<file path="config.mk">
export PLATFORM = sky130hd
export DESIGN_NAME = sar_adc_parallel_control
export DESIGN_NICKNAME = d
export VERILOG_FILES = /design/src/pkg/sar_pkg.sv /design/src/rtl/sar_pin_sync.sv /design/src/rtl/sar_adc_parallel_control.sv
export VERILOG_INCLUDE_DIRS = /design/src /design/src/pkg
export SDC_FILE = /design/constraint.sdc
export NUM_CORES = 1
export LEC_CHECK = 0
export CORE_MARGIN = 2
export CORE_UTILIZATION = 47
export DETAILED_ROUTE_END_ITERATION = 10
export DONT_BUFFER_PORTS = 1
export PLACE_DENSITY = 0.65
export SLEW_MARGIN = 10
export SYNTH_ARGS = -nofsm -noshare
export SYNTH_HDL_FRONTEND = slang
export SYNTH_HIERARCHICAL = 1
export SYNTH_SLANG_ARGS = --single-unit
</file>
<file path="constraint.sdc">
create_clock -name sys_clk -period 6.33 [get_ports sys_clk]
set_input_delay 0.3165 -clock sys_clk [delete_from_list [all_inputs] [get_ports sys_clk]]
set_output_delay 0.3165 -clock sys_clk [all_outputs]
set_load 0.005 [all_outputs]
</file>
<file path="src/pkg/sar_consts.svh">
// Constants for the converter control block: field positions, reset values and timing counts.
`ifndef SAR_CONSTS_SVH
`define SAR_CONSTS_SVH

// ----------------------------------------------------------------------------
// Control byte field positions
// ----------------------------------------------------------------------------
`define SAR_CTRL_W            8
`define SAR_BIT_PWR_HI        7
`define SAR_BIT_PWR_LO        6
`define SAR_BIT_ACQ_SEL       5
`define SAR_BIT_SINGLE        4
`define SAR_BIT_POLARITY      3
`define SAR_CHAN_HI           2
`define SAR_CHAN_LO           0
`define SAR_CTRL_RST          8'hC0

// ----------------------------------------------------------------------------
// Result layout
// ----------------------------------------------------------------------------
`define SAR_RES_W             10
`define SAR_RES_MSB           9
`define SAR_RES_HI_LSB        8
`define SAR_HI_FILL_W         6
`define SAR_TRIAL_FIRST       10'h200
`define SAR_RES_RST           10'h000

// ----------------------------------------------------------------------------
// Pin synchroniser layout: {data[7:0], conv_clk, high_byte_select, rd_n, wr_n, cs_n}
// ----------------------------------------------------------------------------
`define SAR_SYNC_W            13
`define SAR_SYNC_RST          13'h0007
`define SAR_SYNC_CS           0
`define SAR_SYNC_WR           1
`define SAR_SYNC_RD           2
`define SAR_SYNC_HB           3
`define SAR_SYNC_CLK          4
`define SAR_SYNC_DATA_LO      5
`define SAR_SYNC_DATA_HI      12

// ----------------------------------------------------------------------------
// Timing
// ----------------------------------------------------------------------------
`define SAR_SYS_PERIOD_PS     5000
`define SAR_INT_ACQ_NS        1000
`define SAR_INT_CONV_NS       3600
`define SAR_CONV_TICKS        13
`define SAR_EXT_ACQ_EDGES     4
`define SAR_INT_ACQ_CYC       ((`SAR_INT_ACQ_NS * 1000) / `SAR_SYS_PERIOD_PS)
`define SAR_INT_TICK_CYC      ((`SAR_INT_CONV_NS * 1000) / (`SAR_CONV_TICKS * `SAR_SYS_PERIOD_PS))
`define SAR_DIV_W             8
`define SAR_TICK_W            4

`endif

</file>
<file path="src/pkg/sar_pkg.sv">
// Types shared by the converter control block.
package sar_pkg;

	typedef enum logic [1:0]
	{
		ST_IDLE      = 2'b00,
		ST_ACQ_TIMED = 2'b01,
		ST_ACQ_HELD  = 2'b10,
		ST_CONVERT   = 2'b11
	} seq_state_t;

	typedef enum logic [1:0]
	{
		PWR_NORMAL   = 2'b00,
		PWR_STANDBY  = 2'b01,
		PWR_SHUTDOWN = 2'b10
	} power_state_t;

	typedef struct packed
	{
		seq_state_t   state;
		logic [7:0]   ctrl;
		logic         clk_ext;
		power_state_t power;
		logic [7:0]   div;
		logic [3:0]   tick;
		logic [9:0]   trial;
		logic [9:0]   mask;
		logic [9:0]   result;
		logic         result_uni;
		logic         done_n;
		logic [7:0]   dout;
		logic         wr_prev;
		logic         rd_prev;
		logic         clk_prev;
	} ctl_state_t;

	typedef struct packed
	{
		logic [12:0] s1;
		logic [12:0] s2;
		logic [12:0] s3;
		logic [12:0] out;
	} sync_state_t;

endpackage

</file>
<file path="src/rtl/sar_pin_sync.sv">
// Three-stage pin synchroniser that accepts a change once stages two and three agree.
`timescale 1ns/1ps
`include "sar_consts.svh"

module sar_pin_sync
(
	// Clock and reset
	input  wire logic                     sys_clk,
	input  wire logic                     reset,
	// Pins and their filtered copies
	input  wire logic [`SAR_SYNC_W-1:0]   pins_in,
	output logic      [`SAR_SYNC_W-1:0]   pins_out
);

	sar_pkg::sync_state_t q;
	sar_pkg::sync_state_t d;
	logic [`SAR_SYNC_W-1:0] agree;

	// ------------------------------------------------------------------------
	// Per-bit agreement of the second and third stage
	// ------------------------------------------------------------------------
	genvar i;
	generate
		for (i = 0; i < `SAR_SYNC_W; i = i + 1)
		begin : g_agree
			assign agree[i] = ~(q.s2[i] ^ q.s3[i]);
		end
	endgenerate

	always_comb
	begin
		d     = q;
		d.s1  = pins_in;
		d.s2  = q.s1;
		d.s3  = q.s2;
		d.out = (agree & q.s3) | (~agree & q.out);
	end

	always_ff @(posedge sys_clk)
	begin
		if (reset)
		begin
			q <= {4{`SAR_SYNC_RST}};
		end
		else
		begin
			q <= d;
		end
	end

	assign pins_out = q.out;

endmodule

</file>
<file path="src/rtl/sar_adc_parallel_control.sv">
// Control, sequencing and byte-wide host port of a 10-bit successive-approximation converter.
//
// What this block does
// RULE_01 - Internal acquisition timed, then conversion starts
// RULE_02 - External acquisition lasts until next byte
// RULE_03 - Second byte ends acquisition, starts conversion
// RULE_04 - Host repeats channel address on second byte
// RULE_05 - Host changes only power bits second time
// RULE_06 - Done flag low when result ready
// RULE_07 - Done flag high on read or write
// RULE_08 - Power bits select down, standby, clock mode
// RULE_09 - Power-down bytes keep previous clock mode
// RULE_10 - Reset selects external clock mode
// RULE_11 - Bit 5 selects acquisition mode
// RULE_12 - Bit 4 selects single-ended or pair
// RULE_13 - Bit 3 selects unipolar or bipolar
// RULE_14 - Low three bits address the channel
// RULE_15 - Internal clock makes conversion last 3.6us
// RULE_16 - Host supplies external clock in range
// RULE_17 - Chip select high ignores inputs, bus released
// RULE_18 - Control byte latched from all lines
// RULE_19 - Result straight binary or two's complement
// RULE_20 - Low byte read with select at zero
// RULE_21 - High byte read zero or sign filled
// RULE_22 - Conversion always lasts thirteen clock ticks; a write during conversion ends it sooner
// RULE_23 - Write during conversion aborts, reacquires
// RULE_24 - Hold on fourth falling clock edge
// RULE_25 - Write rising edge wakes from standby
// RULE_26 - Result latch holds last completed sample
`timescale 1ns/1ps
`include "sar_consts.svh"

module sar_adc_parallel_control
(
	// Clock and reset
	input  wire logic                     sys_clk,
	input  wire logic                     reset,
	// Host port pins
	input  wire logic                     cs_n,
	input  wire logic                     wr_n,
	input  wire logic                     rd_n,
	input  wire logic                     high_byte_select,
	input  wire logic                     conv_clk,
	input  wire logic [7:0]               data_in,
	output logic      [7:0]               data_out,
	output logic                          data_oe,
	output logic                          done_n,
	// Converter core
	input  wire logic                     cmp_ge,
	output logic      [9:0]               sar_trial,
	output logic                          sample_track,
	output logic                          conv_active,
	output logic      [2:0]               channel_addr,
	output logic                          single_ended,
	output logic                          unipolar,
	output logic                          ext_clock_mode,
	output sar_pkg::power_state_t         power_state
);

	localparam logic [7:0] INT_ACQ_LAST  = 8'(`SAR_INT_ACQ_CYC - 1);
	localparam logic [7:0] INT_TICK_LAST = 8'(`SAR_INT_TICK_CYC - 1);
	localparam logic [3:0] EXT_ACQ_LAST  = 4'(`SAR_EXT_ACQ_EDGES - 1);
	localparam logic [3:0] CONV_LAST     = 4'(`SAR_CONV_TICKS - 1);

	sar_pkg::ctl_state_t q;
	sar_pkg::ctl_state_t d;

	logic [`SAR_SYNC_W-1:0] pins_raw;
	logic [`SAR_SYNC_W-1:0] pins_s;
	logic                   cs_s;
	logic                   wr_s;
	logic                   rd_s;
	logic                   hb_s;
	logic                   clk_s;
	logic [7:0]             din_s;
	logic                   write_evt;
	logic                   read_evt;
	logic                   clk_fall;
	logic                   conv_tick;
	logic [9:0]             kept;
	logic [9:0]             mask_next;

	// ------------------------------------------------------------------------
	// Power mode decode
	// ------------------------------------------------------------------------
	// Both power-down codes have the high power bit clear.
	function automatic logic is_power_down(input logic [7:0] ctrl);
		is_power_down = ~ctrl[`SAR_BIT_PWR_HI];
	endfunction

	function automatic sar_pkg::power_state_t rest_state(input logic [7:0] ctrl);
		if (!is_power_down(ctrl))
		begin
			rest_state = sar_pkg::PWR_NORMAL;
		end
		else if (ctrl[`SAR_BIT_PWR_LO])
		begin
			rest_state = sar_pkg::PWR_STANDBY;
		end
		else
		begin
			rest_state = sar_pkg::PWR_SHUTDOWN;
		end
	endfunction

	// ------------------------------------------------------------------------
	// Pin synchronisers
	// ------------------------------------------------------------------------
	// The data lines pass the same delay as the write strobe, so the byte seen at the
	// synchronised rising edge is the one the host held around its own edge.
	assign pins_raw = {data_in, conv_clk, high_byte_select, rd_n, wr_n, cs_n};

	sar_pin_sync u_sync
	(
		.sys_clk  (sys_clk),
		.reset    (reset),
		.pins_in  (pins_raw),
		.pins_out (pins_s)
	);

	assign cs_s  = pins_s[`SAR_SYNC_CS];
	assign wr_s  = pins_s[`SAR_SYNC_WR];
	assign rd_s  = pins_s[`SAR_SYNC_RD];
	assign hb_s  = pins_s[`SAR_SYNC_HB];
	assign clk_s = pins_s[`SAR_SYNC_CLK];
	assign din_s = pins_s[`SAR_SYNC_DATA_HI:`SAR_SYNC_DATA_LO];

	// ------------------------------------------------------------------------
	// Strobe events, all gated by chip select
	// ------------------------------------------------------------------------
	assign write_evt = ~cs_s & wr_s & ~q.wr_prev; // RULE_17
	assign read_evt  = ~cs_s & ~rd_s & q.rd_prev; // RULE_17
	assign clk_fall  = ~cs_s & ~clk_s & q.clk_prev; // RULE_17

	// One conversion clock tick: a falling pin edge, or the end of an internal divider period.
	assign conv_tick = q.clk_ext ? clk_fall : (q.div == INT_TICK_LAST); // RULE_15

	// One successive-approximation step on the bit under test.
	assign kept      = cmp_ge ? q.trial : (q.trial & ~q.mask);
	assign mask_next = q.mask >> 1;

	// ------------------------------------------------------------------------
	// Sequencer
	// ------------------------------------------------------------------------
	always_comb
	begin
		d          = q;
		d.wr_prev  = wr_s;
		d.rd_prev  = rd_s;
		d.clk_prev = clk_s;

		if (read_evt)
		begin
			d.done_n = 1'b1; // RULE_07
		end

		if (write_evt)
		begin
			d.ctrl   = din_s; // RULE_18
			d.done_n = 1'b1; // RULE_07
			d.power  = sar_pkg::PWR_NORMAL; // RULE_25
			d.div    = 8'h00;
			d.tick   = 4'h0;
			if (!is_power_down(din_s))
			begin
				d.clk_ext = din_s[`SAR_BIT_PWR_LO]; // RULE_08 RULE_09
			end
			if (din_s[`SAR_BIT_ACQ_SEL])
			begin
				d.state = sar_pkg::ST_ACQ_HELD; // RULE_02 RULE_11
			end
			else if (q.state == sar_pkg::ST_ACQ_HELD)
			begin
				// The host keeps address and mode bits unchanged on this byte.
				d.state = sar_pkg::ST_CONVERT; // RULE_03 RULE_04 RULE_05
				d.trial = `SAR_TRIAL_FIRST;
				d.mask  = `SAR_TRIAL_FIRST;
			end
			else
			begin
				// Also the abort path when a byte lands mid-conversion.
				d.state = sar_pkg::ST_ACQ_TIMED; // RULE_01 RULE_23
			end
		end
		else
		begin
			unique case (q.state)
				sar_pkg::ST_IDLE:
				begin
					d.div = 8'h00;
				end
				sar_pkg::ST_ACQ_HELD:
				begin
					d.div = 8'h00;
				end
				sar_pkg::ST_ACQ_TIMED:
				begin
					d.div = q.div + 8'h01;
					if (q.clk_ext ? (clk_fall && q.tick == EXT_ACQ_LAST) : (q.div == INT_ACQ_LAST)) // RULE_01 RULE_24
					begin
						d.state = sar_pkg::ST_CONVERT;
						d.div   = 8'h00;
						d.tick  = 4'h0;
						d.trial = `SAR_TRIAL_FIRST;
						d.mask  = `SAR_TRIAL_FIRST;
					end
					else if (q.clk_ext && clk_fall)
					begin
						d.tick = q.tick + 4'h1;
					end
				end
				sar_pkg::ST_CONVERT:
				begin
					d.div = q.div + 8'h01;
					if (conv_tick)
					begin
						d.div  = 8'h00;
						d.tick = q.tick + 4'h1;
						if (q.mask != 10'h000)
						begin
							d.trial = kept | mask_next;
							d.mask  = mask_next;
						end
						if (q.tick == CONV_LAST) // RULE_22
						begin
							// Completion is evaluated after the read clear, so it wins.
							d.state      = sar_pkg::ST_IDLE;
							d.result     = {kept[`SAR_RES_MSB] ^ ~q.ctrl[`SAR_BIT_POLARITY],
								kept[`SAR_RES_MSB-1:0]}; // RULE_13 RULE_19 RULE_26
							d.result_uni = q.ctrl[`SAR_BIT_POLARITY];
							d.done_n     = 1'b0; // RULE_06
							d.power      = rest_state(q.ctrl); // RULE_08
						end
					end
				end
			endcase
		end

		// Output byte is refreshed every cycle from the result latch.
		if (hb_s)
		begin
			d.dout = {(q.result_uni ? {`SAR_HI_FILL_W{1'b0}} : {`SAR_HI_FILL_W{q.result[`SAR_RES_MSB]}}),
				q.result[`SAR_RES_MSB:`SAR_RES_HI_LSB]}; // RULE_21
		end
		else
		begin
			d.dout = q.result[7:0]; // RULE_20
		end
	end

	always_ff @(posedge sys_clk)
	begin
		if (reset)
		begin
			q            <= '0;
			q.state      <= sar_pkg::ST_IDLE;
			q.ctrl       <= `SAR_CTRL_RST;
			q.clk_ext    <= 1'b1; // RULE_10
			q.power      <= sar_pkg::PWR_NORMAL;
			q.result     <= `SAR_RES_RST;
			q.result_uni <= 1'b1;
			q.done_n     <= 1'b1;
			q.wr_prev    <= 1'b1;
			q.rd_prev    <= 1'b1;
			q.clk_prev   <= 1'b0;
		end
		else
		begin
			q <= d;
		end
	end

	// ------------------------------------------------------------------------
	// Outputs
	// ------------------------------------------------------------------------
	assign data_out       = q.dout;
	assign data_oe        = ~cs_s & ~rd_s; // RULE_17 RULE_20
	assign done_n         = q.done_n;
	assign sar_trial      = q.trial;
	assign sample_track   = (q.state == sar_pkg::ST_ACQ_TIMED) | (q.state == sar_pkg::ST_ACQ_HELD); // RULE_24
	assign conv_active    = (q.state == sar_pkg::ST_CONVERT);
	assign channel_addr   = q.ctrl[`SAR_CHAN_HI:`SAR_CHAN_LO]; // RULE_14
	assign single_ended   = q.ctrl[`SAR_BIT_SINGLE]; // RULE_12
	assign unipolar       = q.ctrl[`SAR_BIT_POLARITY]; // RULE_13
	assign ext_clock_mode = q.clk_ext;
	assign power_state    = q.power;

endmodule

</file>
==> results of run 1 <==
==> tightest hold or removal path: cells and delay by family <==
| kind | cells | cell delay, ns |
|---|---|---|
| AOI/OAI and AO/OA | 1 | 0.06 |
| and+or+nand+nor | 2 | 0.22 |
==> report_power, final <==
part	leakage [nW]	switching [mW]	internal, mW
sequential	0.966	0.00384	0.760
combinational	0.672	0.0154	0.0143
clock	0.282	0.345	0.602
==> metrics by stage <==
stage,instance area (um^2),util (%)
after floorplan,4770,-
after global placement,4590,46.8
after detailed placement,4590,46.8
after CTS,5340,54.4
after global routing,5340,54.4
final,5340,54.4
==> layout make-up <==
| type | instances | area (um^2) | area share (%) |
|---|---|---|---|
| clock buffers | 18 | 418 | 7.82 |
| well taps | 133 | 166 | 3.11 |
| inverters | 19 | 71.3 | 1.33 |
| flip-flops and latches | 119 | 2380 | 44.6 |
| repair buffers | 17 | 180 | 3.37 |
| clock inverters | 14 | 175 | 3.28 |
| multi-input cells | 306 | 1950 | 36.5 |
==> Yosys cell counts (all sizes together), types with 10 or more instances <==
| cell type | number | area [um^2] |
|---|---|---|
| dfxtp | 119 | 2380 |
| buf | 48 | 335 |
| a21oi | 43 | 215 |
| nand2 | 41 | 154 |
| nor2b | 33 | 206 |
| o21ai | 26 | 130 |
| nor2 | 24 | 90.1 |
| inv | 19 | 71.3 |
| nand2b | 18 | 113 |
| nand3 | 16 | 80.1 |
| or2 | 11 | 68.8 |
| a21o | 10 | 76.3 |
| clkbuf | 10 | 37.5 |
==> cell families after synthesis <==
kind of cell,after synthesis,synth area share (%)
AOI/OAI and AO/OA,117,17.3
xor gates and xnor gates,7,1.29
adders and majority gates,7,1.84
buffers and inverters,77,9.32
DFF,119,50.0
muxes,3,0.630
and+or+nand+nor,172,19.6
==> path summary, 6_finish.rpt <==
path / startpoint / to / slack (ns) / cells past startpoint
min reg2reg: u_sync/d[27] / u_sync/d[14] / 0.40 / 1
min: cmp_ge / q[15] / 0.13 / 3
max: q[43] / mask_next[0] / 3.69 / 6
max reg2reg: q[43] / mask_next[0] / 3.69 / 6
==> per-layer routing <==
| metal | wire length (um) | global-route usage, % |
|---|---|---|
| met4 | 133 | 7.43 |
| met2 | 4050 | 27.1 |
| met5 | 0 | 0 |
| met3 | 530 | 6.74 |
| met1 | 3950 | 19.8 |
==> cell usage in the layout, fill, tap and decap left out, types with 5 or more instances in the layout <==
master	count
nand2b_1	18
nand3_1	16
or2_1	9
nand2_1	41
xor2_1	5
nor2b_1	33
dfxtp_1	119
nor2_1	24
a22o_1	9
a21oi_1	43
a2111oi_2	6
a21o_1	9
inv_1	19
o21ai_0	23
nand4_1	7
dlygate4sd3_1	13
clkbuf_16	16
ha_1	7
==> impl_metrics.env, run 1 <==
export IMPL_arrival_ns=3.09
export IMPL_route_detailed_wl_per_inst_um=13.8
export IMPL_netlist_area_mm2=0.00477
export IMPL_route_detailed_drc=0
export IMPL_dieArea_mm2=0.0110
export IMPL_setup_worst_path_end_class="flop"
export IMPL_fmax_mhz=379
export IMPL_leakagePower_nw=1.92
export IMPL_dieHeight_um=105
export IMPL_coreArea_mm2=0.00982
export IMPL_cts_sinks=119
export IMPL_drtAntennaViolNets=0
export IMPL_gp_congestion=0.813
export IMPL_grtUsageTotal_pct=16.8
export IMPL_dieWidth_um=105
export IMPL_maxCapViolCount=0
export IMPL_start_util_pct=48.5
export IMPL_async_reset_ff_share_pct=0
export IMPL_cts_tree="built"
export IMPL_avgSynthCellArea_um2=9.49
export IMPL_finalNonFillerCells=626
export IMPL_synth_seq_area_share_pct=50.0
export IMPL_grt_remaining_overflow=0
export IMPL_std_cell_rows=36
export IMPL_start_kind="flop"
export IMPL_path_delay_family="simple AND/OR/NAND/NOR gates"
export IMPL_areaGrowthSynthToFinish_pct=12.1
export IMPL_cp_slowest_cell="a311o_1"
export IMPL_setup_ws_ns=3.69
export IMPL_io_pins=46
export IMPL_timing_final_crit_share_pct=41.6
export IMPL_cts_buffers=17
export IMPL_grt_pass1_vias=3135
export IMPL_crit_type="flop to flop"
export IMPL_cts_resized=0
export IMPL_powerDensity_mw_per_mm2=326
export IMPL_hold_buffers=14
export IMPL_status="complete, no violations"
export IMPL_clock_path_buffers=2
export IMPL_final_min_clock_period_ns=2.64
export IMPL_power_total_mw=1.74
export IMPL_finalSetupViolations=0
export IMPL_critPathMaxFanout=12
export IMPL_fillCellCount=888
export IMPL_placed_cells=580
export IMPL_cpPeakStageDelay_ns=0.65
export IMPL_postCtsSetupBuffers=0
export IMPL_grt_pass1_wl_um=14700
export IMPL_yosysUniqueCellTypes=54
export IMPL_dpl_worst_slack_ns=3.72
export IMPL_grt_max_degree=88
export IMPL_syn_instance_count=502
export IMPL_wirelength_um=8670
export IMPL_h_tree_depth=4
export IMPL_drive_above_1_share_pct=11.6
export IMPL_tightestPinTransition_ns=1.04
export IMPL_insertedDiodeCount=0
export IMPL_slew_headroom_pct=30.8
export IMPL_antenna_found_initial=0
export IMPL_finClkSkew_ns=0.00527
export IMPL_via_count=3297
export IMPL_hp_class="input port to flop"
export IMPL_cts_clk_slew_worst_paths_ns=0.06
export IMPL_drt_pass1_iter_count=5
export IMPL_nNetsFinal=503
export IMPL_ys_flop_type="dfxtp_1"
export IMPL_drt_initial_drc_count=171
export IMPL_hold_ws_ns=0.133
export IMPL_hold_violations=0
export IMPL_numPortBuffers=0
export IMPL_post_drt_via_cell_ratio=5.27
export IMPL_synth_edf_count=0
export IMPL_crit_required_ns=6.79
export IMPL_hpwl_um=5380
export IMPL_drv_slew=0
export IMPL_tns_ns=0
export IMPL_cts_root_buf="clkbuf_8"
export IMPL_ir_drop_mv=0.215
export IMPL_yosys_warnings=6
export IMPL_rsz0062_at_grt="false"
export IMPL_synth_nets=525
export IMPL_crit_buf_inv=0
export IMPL_ys_ff_latch=119
export IMPL_clock_latency_ns=0.51
export IMPL_worstPathCellList="ha_1 > or2b_1 > or3_1 > a311o_1 > nor3_2 > a22o_1"
Power figures use the tool's default switching activity.
==> run 2: changes to the inputs <==
--- a/config.mk
+++ b/config.mk
@@ -10,7 +10,7 @@
 export CORE_UTILIZATION = 47
 export DETAILED_ROUTE_END_ITERATION = 10
 export DONT_BUFFER_PORTS = 1
-export PLACE_DENSITY = 0.65
+export PLACE_DENSITY = 0.67
 export SLEW_MARGIN = 10
 export SYNTH_ARGS = -nofsm -noshare
 export SYNTH_HDL_FRONTEND = slang
==> constraint.sdc (replaced) <==
create_clock -name sys_clk -period 2.3 [get_ports sys_clk]
set_input_delay 0.115 -clock sys_clk [delete_from_list [all_inputs] [get_ports sys_clk]]
set_output_delay 0.115 -clock sys_clk [all_outputs]
set_load 0.005 [all_outputs]
==> impl_metrics.env, run 2 (same netlist as run 1, synthesis figures left out) <==
export IMPL_status="complete, no violations"
export IMPL_grtUsageTotal_pct=17.6
export IMPL_dieHeight_um=105
export IMPL_hold_ws_ns=0.0128
export IMPL_tns_ns=0
export IMPL_hpwl_um=5750
export IMPL_p_seq_share_pct=43.9
export IMPL_post_drt_via_cell_ratio=5.25
export IMPL_areaGrowthSynthToFinish_pct=16.7
export IMPL_dieArea_mm2=0.0110
export IMPL_drive_above_1_share_pct=14.8
export IMPL_seq_area_mm2=0.00238
export IMPL_antenna_found_initial=0
export IMPL_numPortBuffers=0
export IMPL_timing_final_crit_share_pct=94.4
export IMPL_wirelength_um=9000
export IMPL_p_int_mw=3.84
export IMPL_grt_remaining_overflow=0
export IMPL_nNetsFinal=523
export IMPL_grt_max_degree=89
export IMPL_cts_clk_slew_worst_paths_ns=0.06
export IMPL_finalSetupViolations=0
export IMPL_drt_initial_drc_count=198
export IMPL_coreArea_mm2=0.00982
export IMPL_start_util_pct=48.5
export IMPL_fillCellCount=868
export IMPL_drv_slew=0
export IMPL_via_count=3394
export IMPL_final_cell_mix="117 x dfxtp_1, 43 x a21oi_1, 41 x nand2_1"
export IMPL_leakagePower_nw=2.03
export IMPL_combPwrFrac_pct=2.0
export IMPL_io_pins=46
export IMPL_slew_headroom_pct=71.6
export IMPL_cts_buffers=17
export IMPL_powerDensity_mw_per_mm2=861
export IMPL_tightestPinTransition_ns=0.426
export IMPL_multi_input_area_mm2=0.00199
export IMPL_route_detailed_wl_per_inst_um=13.9
export IMPL_grt_pass1_vias=3346
export IMPL_clock_power_share_pct=54.1
export IMPL_gp_congestion=0.838
export IMPL_hold_violations=0
export IMPL_finClkSkew_ns=0.0119
export IMPL_drt_pass1_iter_count=4
export IMPL_postCtsSetupBuffers=0
export IMPL_insertedDiodeCount=0
export IMPL_dieWidth_um=105
export IMPL_final_cell_area_mm2=0.00556
export IMPL_placed_area_mm2=0.00473
export IMPL_fmax_mhz=460
export IMPL_clock_latency_ns=0.51
export IMPL_crit_type="flop to flop"
export IMPL_drtAntennaViolNets=0
export IMPL_route_detailed_drc=0
export IMPL_cts_sinks=119
export IMPL_final_min_clock_period_ns=2.17
export IMPL_cts_tree="built"
export IMPL_p_switching_mw=0.945
export IMPL_final_common_cell="dfxtp_1"
export IMPL_start_kind="flop"
export IMPL_setup_worst_path_end_class="flop"
export IMPL_cts_root_buf="clkbuf_8"
export IMPL_std_cell_rows=36
export IMPL_h_tree_depth=4
export IMPL_maxCapViolCount=0
export IMPL_hp_class="input port to flop"
export IMPL_crit_required_ns=2.75
export IMPL_grt_pass1_wl_um=15500
export IMPL_power_total_mw=4.79
export IMPL_ir_drop_mv=0.625
export IMPL_arrival_ns=2.63
export IMPL_clock_path_buffers=2
export IMPL_power_switching_share_pct=19.7
export IMPL_critPathMaxFanout=6
## run 2: area by class of cell
type | count | share of cell area (%)
Inverter | 19 | 1.28
Clock buffer | 21 | 8.07
Multi-Input combinational cell | 306 | 35.9
Tap cell | 133 | 2.99
Timing Repair Buffer | 37 | 6.30
Clock inverter | 11 | 2.63
Sequential cell | 119 | 42.9
## run 2: metrics by stage
step | cells | setup WS [ns] | util, %
after floorplan | 502 | 0.108 | -
after global placement | 597 | 0.104 | 48.2
after detailed placement | 597 | 0.0621 | 48.2
after CTS | 646 | 0.0541 | 56.2
after global routing | 646 | -0.0111 | 56.7
final | 646 | 0.128 | 56.7
## run 2: power by group through the flow
stage / Clock (mW) / Combinational (mW) / Sequential, mW
floorplan: 0 / 0.0558 / 2.14
global placement: 0 / 0.0454 / 2.14
detailed placement: 0 / 0.0465 / 2.15
CTS: 2.65 / 0.0949 / 2.10
global route: 2.75 / 0.106 / 2.10
finish: 2.59 / 0.0964 / 2.10
## run 2: what timing repair did
action,in CTS,in global routing
setup endpoints to repair,1,17
hold buffers,17,0
gates resized for setup,2,5
endpoints found under the hold margin,105,0
pin swaps,0,1
## run 2: per-layer routing
layer | vias to the layer above | track usage, % | part of all wire, %
li1 | 1690 | - | -
met1 | 1590 | 20.3 | 43
met2 | 96 | 28.6 | 48
met3 | 18 | 7.99 | 6.5
met4 | 0 | 7.05 | 2.0
met5 | - | 0 | 0
## run 2: worst paths after layout
check                             startpoint           end  slack [ns]  cells past startpoint
worst min-delay path                   reset         q[44]        0.01                      3
worst max-delay path                   q[43]  sar_trial[7]        0.13                      7
worst max register to register         q[43]  sar_trial[7]        0.13                      7
worst min register to register  u_sync/d[26]  u_sync/d[13]        0.40                      1
## run 2: worst max-delay path, stage by stage, from the launching register on
cell	delay, ns
dfxtp_2	0.35
ha_1	0.17
or2b_1	0.24
or3_1	0.33
a311o_1	0.35
buf_4	0.20
a2111oi_4	0.34
a21o_1	0.12
==> run 3: changes to the inputs <==
--- a/config.mk
+++ b/config.mk
@@ -10,7 +10,7 @@
 export CORE_UTILIZATION = 47
 export DETAILED_ROUTE_END_ITERATION = 10
 export DONT_BUFFER_PORTS = 1
-export PLACE_DENSITY = 0.67
+export PLACE_DENSITY = 0.71
 export SLEW_MARGIN = 10
 export SYNTH_ARGS = -nofsm -noshare
 export SYNTH_HDL_FRONTEND = slang
==> impl_metrics.env, run 3 (same netlist as run 1, synthesis figures left out) <==
export IMPL_grt_max_degree=89
export IMPL_hpwl_um=5770
export IMPL_r2r_slack_ns=0.15
export IMPL_cts_sinks=119
export IMPL_finish_utilization_pct=56.2
export IMPL_route_detailed_drc=0
export IMPL_final_cell_area_mm2=0.00552
export IMPL_grt_pass1_vias=3316
export IMPL_hp_class="input port to flop"
export IMPL_setup_ws_ns=0.147
export IMPL_final_min_clock_period_ns=2.15
export IMPL_ff2ff_path_depth=7
export IMPL_path_depth=7
export IMPL_maxCapViolCount=0
export IMPL_final_common_cell="dfxtp_1"
export IMPL_cts_buffers=17
export IMPL_crit_path_end="sar_trial[3]"
export IMPL_dieArea_mm2=0.0110
export IMPL_critPathLaunch="q[43]"
export IMPL_rr_endpoint="sar_trial[3]"
export IMPL_drtAntennaViolNets=0
export IMPL_cpPeakStageDelay_ns=0.36
export IMPL_r2r_start="q[43]"
export IMPL_slew_headroom_pct=70.1
export IMPL_coreArea_mm2=0.00982
export IMPL_worstPathCellList="ha_1 > or2b_1 > or3_1 > a311o_1 > buf_12 > a2111oi_2 > a21o_1"
export IMPL_numPortBuffers=0
export IMPL_post_drt_via_cell_ratio=5.29
export IMPL_dieHeight_um=105
export IMPL_route_detailed_wl_per_inst_um=14.4
export IMPL_grt_remaining_overflow=0
export IMPL_status="complete, no violations"
export IMPL_drive_above_1_share_pct=14.4
export IMPL_gp_congestion=0.850
export IMPL_path_delay_family="compound AO/OA/AOI/OAI gates"
export IMPL_insertedDiodeCount=0
export IMPL_timing_final_crit_share_pct=93.6
export IMPL_crit_type="flop to flop"
export IMPL_io_pins=46
export IMPL_cts_clk_slew_worst_paths_ns=0.06
export IMPL_powerDensity_mw_per_mm2=879
export IMPL_cts_tree="built"
export IMPL_via_count=3389
export IMPL_cts_root_buf="clkbuf_8"
export IMPL_drt_initial_drc_count=166
export IMPL_cp_slowest_cell="a311o_1"
export IMPL_fmax_mhz=465
export IMPL_clock_path_buffers=2
export IMPL_critPathMaxFanout=12
export IMPL_rsz0062_at_grt="false"
export IMPL_h_tree_depth=4
export IMPL_leakagePower_nw=2.00
export IMPL_hold_violations=0
export IMPL_power_total_mw=4.85
export IMPL_crit_buf_inv=1
export IMPL_tns_ns=0
export IMPL_clock_latency_ns=0.52
export IMPL_dpl_worst_slack_ns=0.0116
export IMPL_finalSetupViolations=0
export IMPL_placed_area_mm2=0.00472
export IMPL_final_cell_mix="117 x dfxtp_1, 43 x a21oi_1, 41 x nand2_1"
export IMPL_grt_pass1_wl_um=15500
export IMPL_drv_slew=0
export IMPL_tightestPinTransition_ns=0.446
export IMPL_grtUsageTotal_pct=17.6
export IMPL_drt_pass1_iter_count=4
export IMPL_holdCritStartpoint="reset"
export IMPL_dieWidth_um=105
export IMPL_arrival_ns=2.61
export IMPL_setup_worst_path_end_class="flop"
export IMPL_std_cell_rows=36
export IMPL_ir_drop_mv=0.639
export IMPL_areaGrowthSynthToFinish_pct=15.7
export IMPL_wirelength_um=9250
export IMPL_crit_required_ns=2.76
export IMPL_start_util_pct=48.5
export IMPL_nNetsFinal=518
export IMPL_fillCellCount=876
export IMPL_start_kind="flop"
export IMPL_postCtsSetupBuffers=0
export IMPL_antenna_found_initial=0
export IMPL_finClkSkew_ns=0.00970
-- run 3: cell count changes in the layout (fill, tap and decap cells not counted) --
cell,delta
clkinvlp_4,+2
a2111oi_4,-2
buf_12,+1
clkinv_2,-2
clkbuf_8,-1
clkbuf_1,-1
clkinv_4,-1
inv_6,+3
buf_4,-5
dlygate4sd3_1,-1
a2111oi_2,+2
-- run 3: tightest hold or removal path, stage by stage --
cell	delay, ns
nand2b_1	0.14
buf_4	0.19
a21oi_1	0.05
-- run 3: per-layer routing --
metal  wire length (um)  part of all wire [%]  vias up  global-route usage (%)
met4                168                   1.8        0                    7.81
met1               4050                    44     1613                    20.2
met2               4520                    49       77                    29.4
met3                505                   5.5       15                    6.67
li1                   -                     -     1684                       -
met5                  0                     0        -                       0
-- run 3: report_power, final --
part	total [mW]	leakage, nW	internal, mW	switching [mW]
clock network	2.65	0.282	1.69	0.960
logic	0.0955	0.752	0.0474	0.0481
registers	2.10	0.967	2.09	0.0108
-- run 3: how the worst min path moves through the flow --
stage / end / slack (ns) / depth (start not counted)
2_1_floorplan: u_sync/d[25] / 0.19 / 1
3_5_place_dp: flop / 0.19 / 1
4_1_cts: sar_trial[9] / 0.008 / 2
6_report: q[44] / 0.03 / 3
5_1_grt: q[43] / 0.03 / 3
3_3_place_gp: flop / 0.19 / 1
-- run 3: cell type report --
type / count / area [um^2] / share of cell area, %
clock inverter: 13 / 169 / 3.06
multi-input combinational: 306 / 1970 / 35.7
timing repair buffer: 32 / 323 / 5.85
tap: 133 / 166 / 3.02
sequential: 119 / 2380 / 43.2
inverter: 19 / 71.3 / 1.29
clock buffer: 19 / 432 / 7.83
-- run 3: timing repair --
action / in CTS / in global routing
endpoints found under the hold margin: 105 / 0
hold buffers: 16 / 0
resized for setup: 1 / 4
endpoints found under the setup margin: 1 / 12
pin swaps: 0 / 1
cloned: 0 / 0
-- run 3: stage by stage --
step           hold WS, ns  std cells
3_3_place_gp         0.191        593
2_1_floorplan        0.187        502
4_1_cts            0.00816        641
5_1_grt             0.0279        641
3_5_place_dp         0.193        593
6_report            0.0255        641
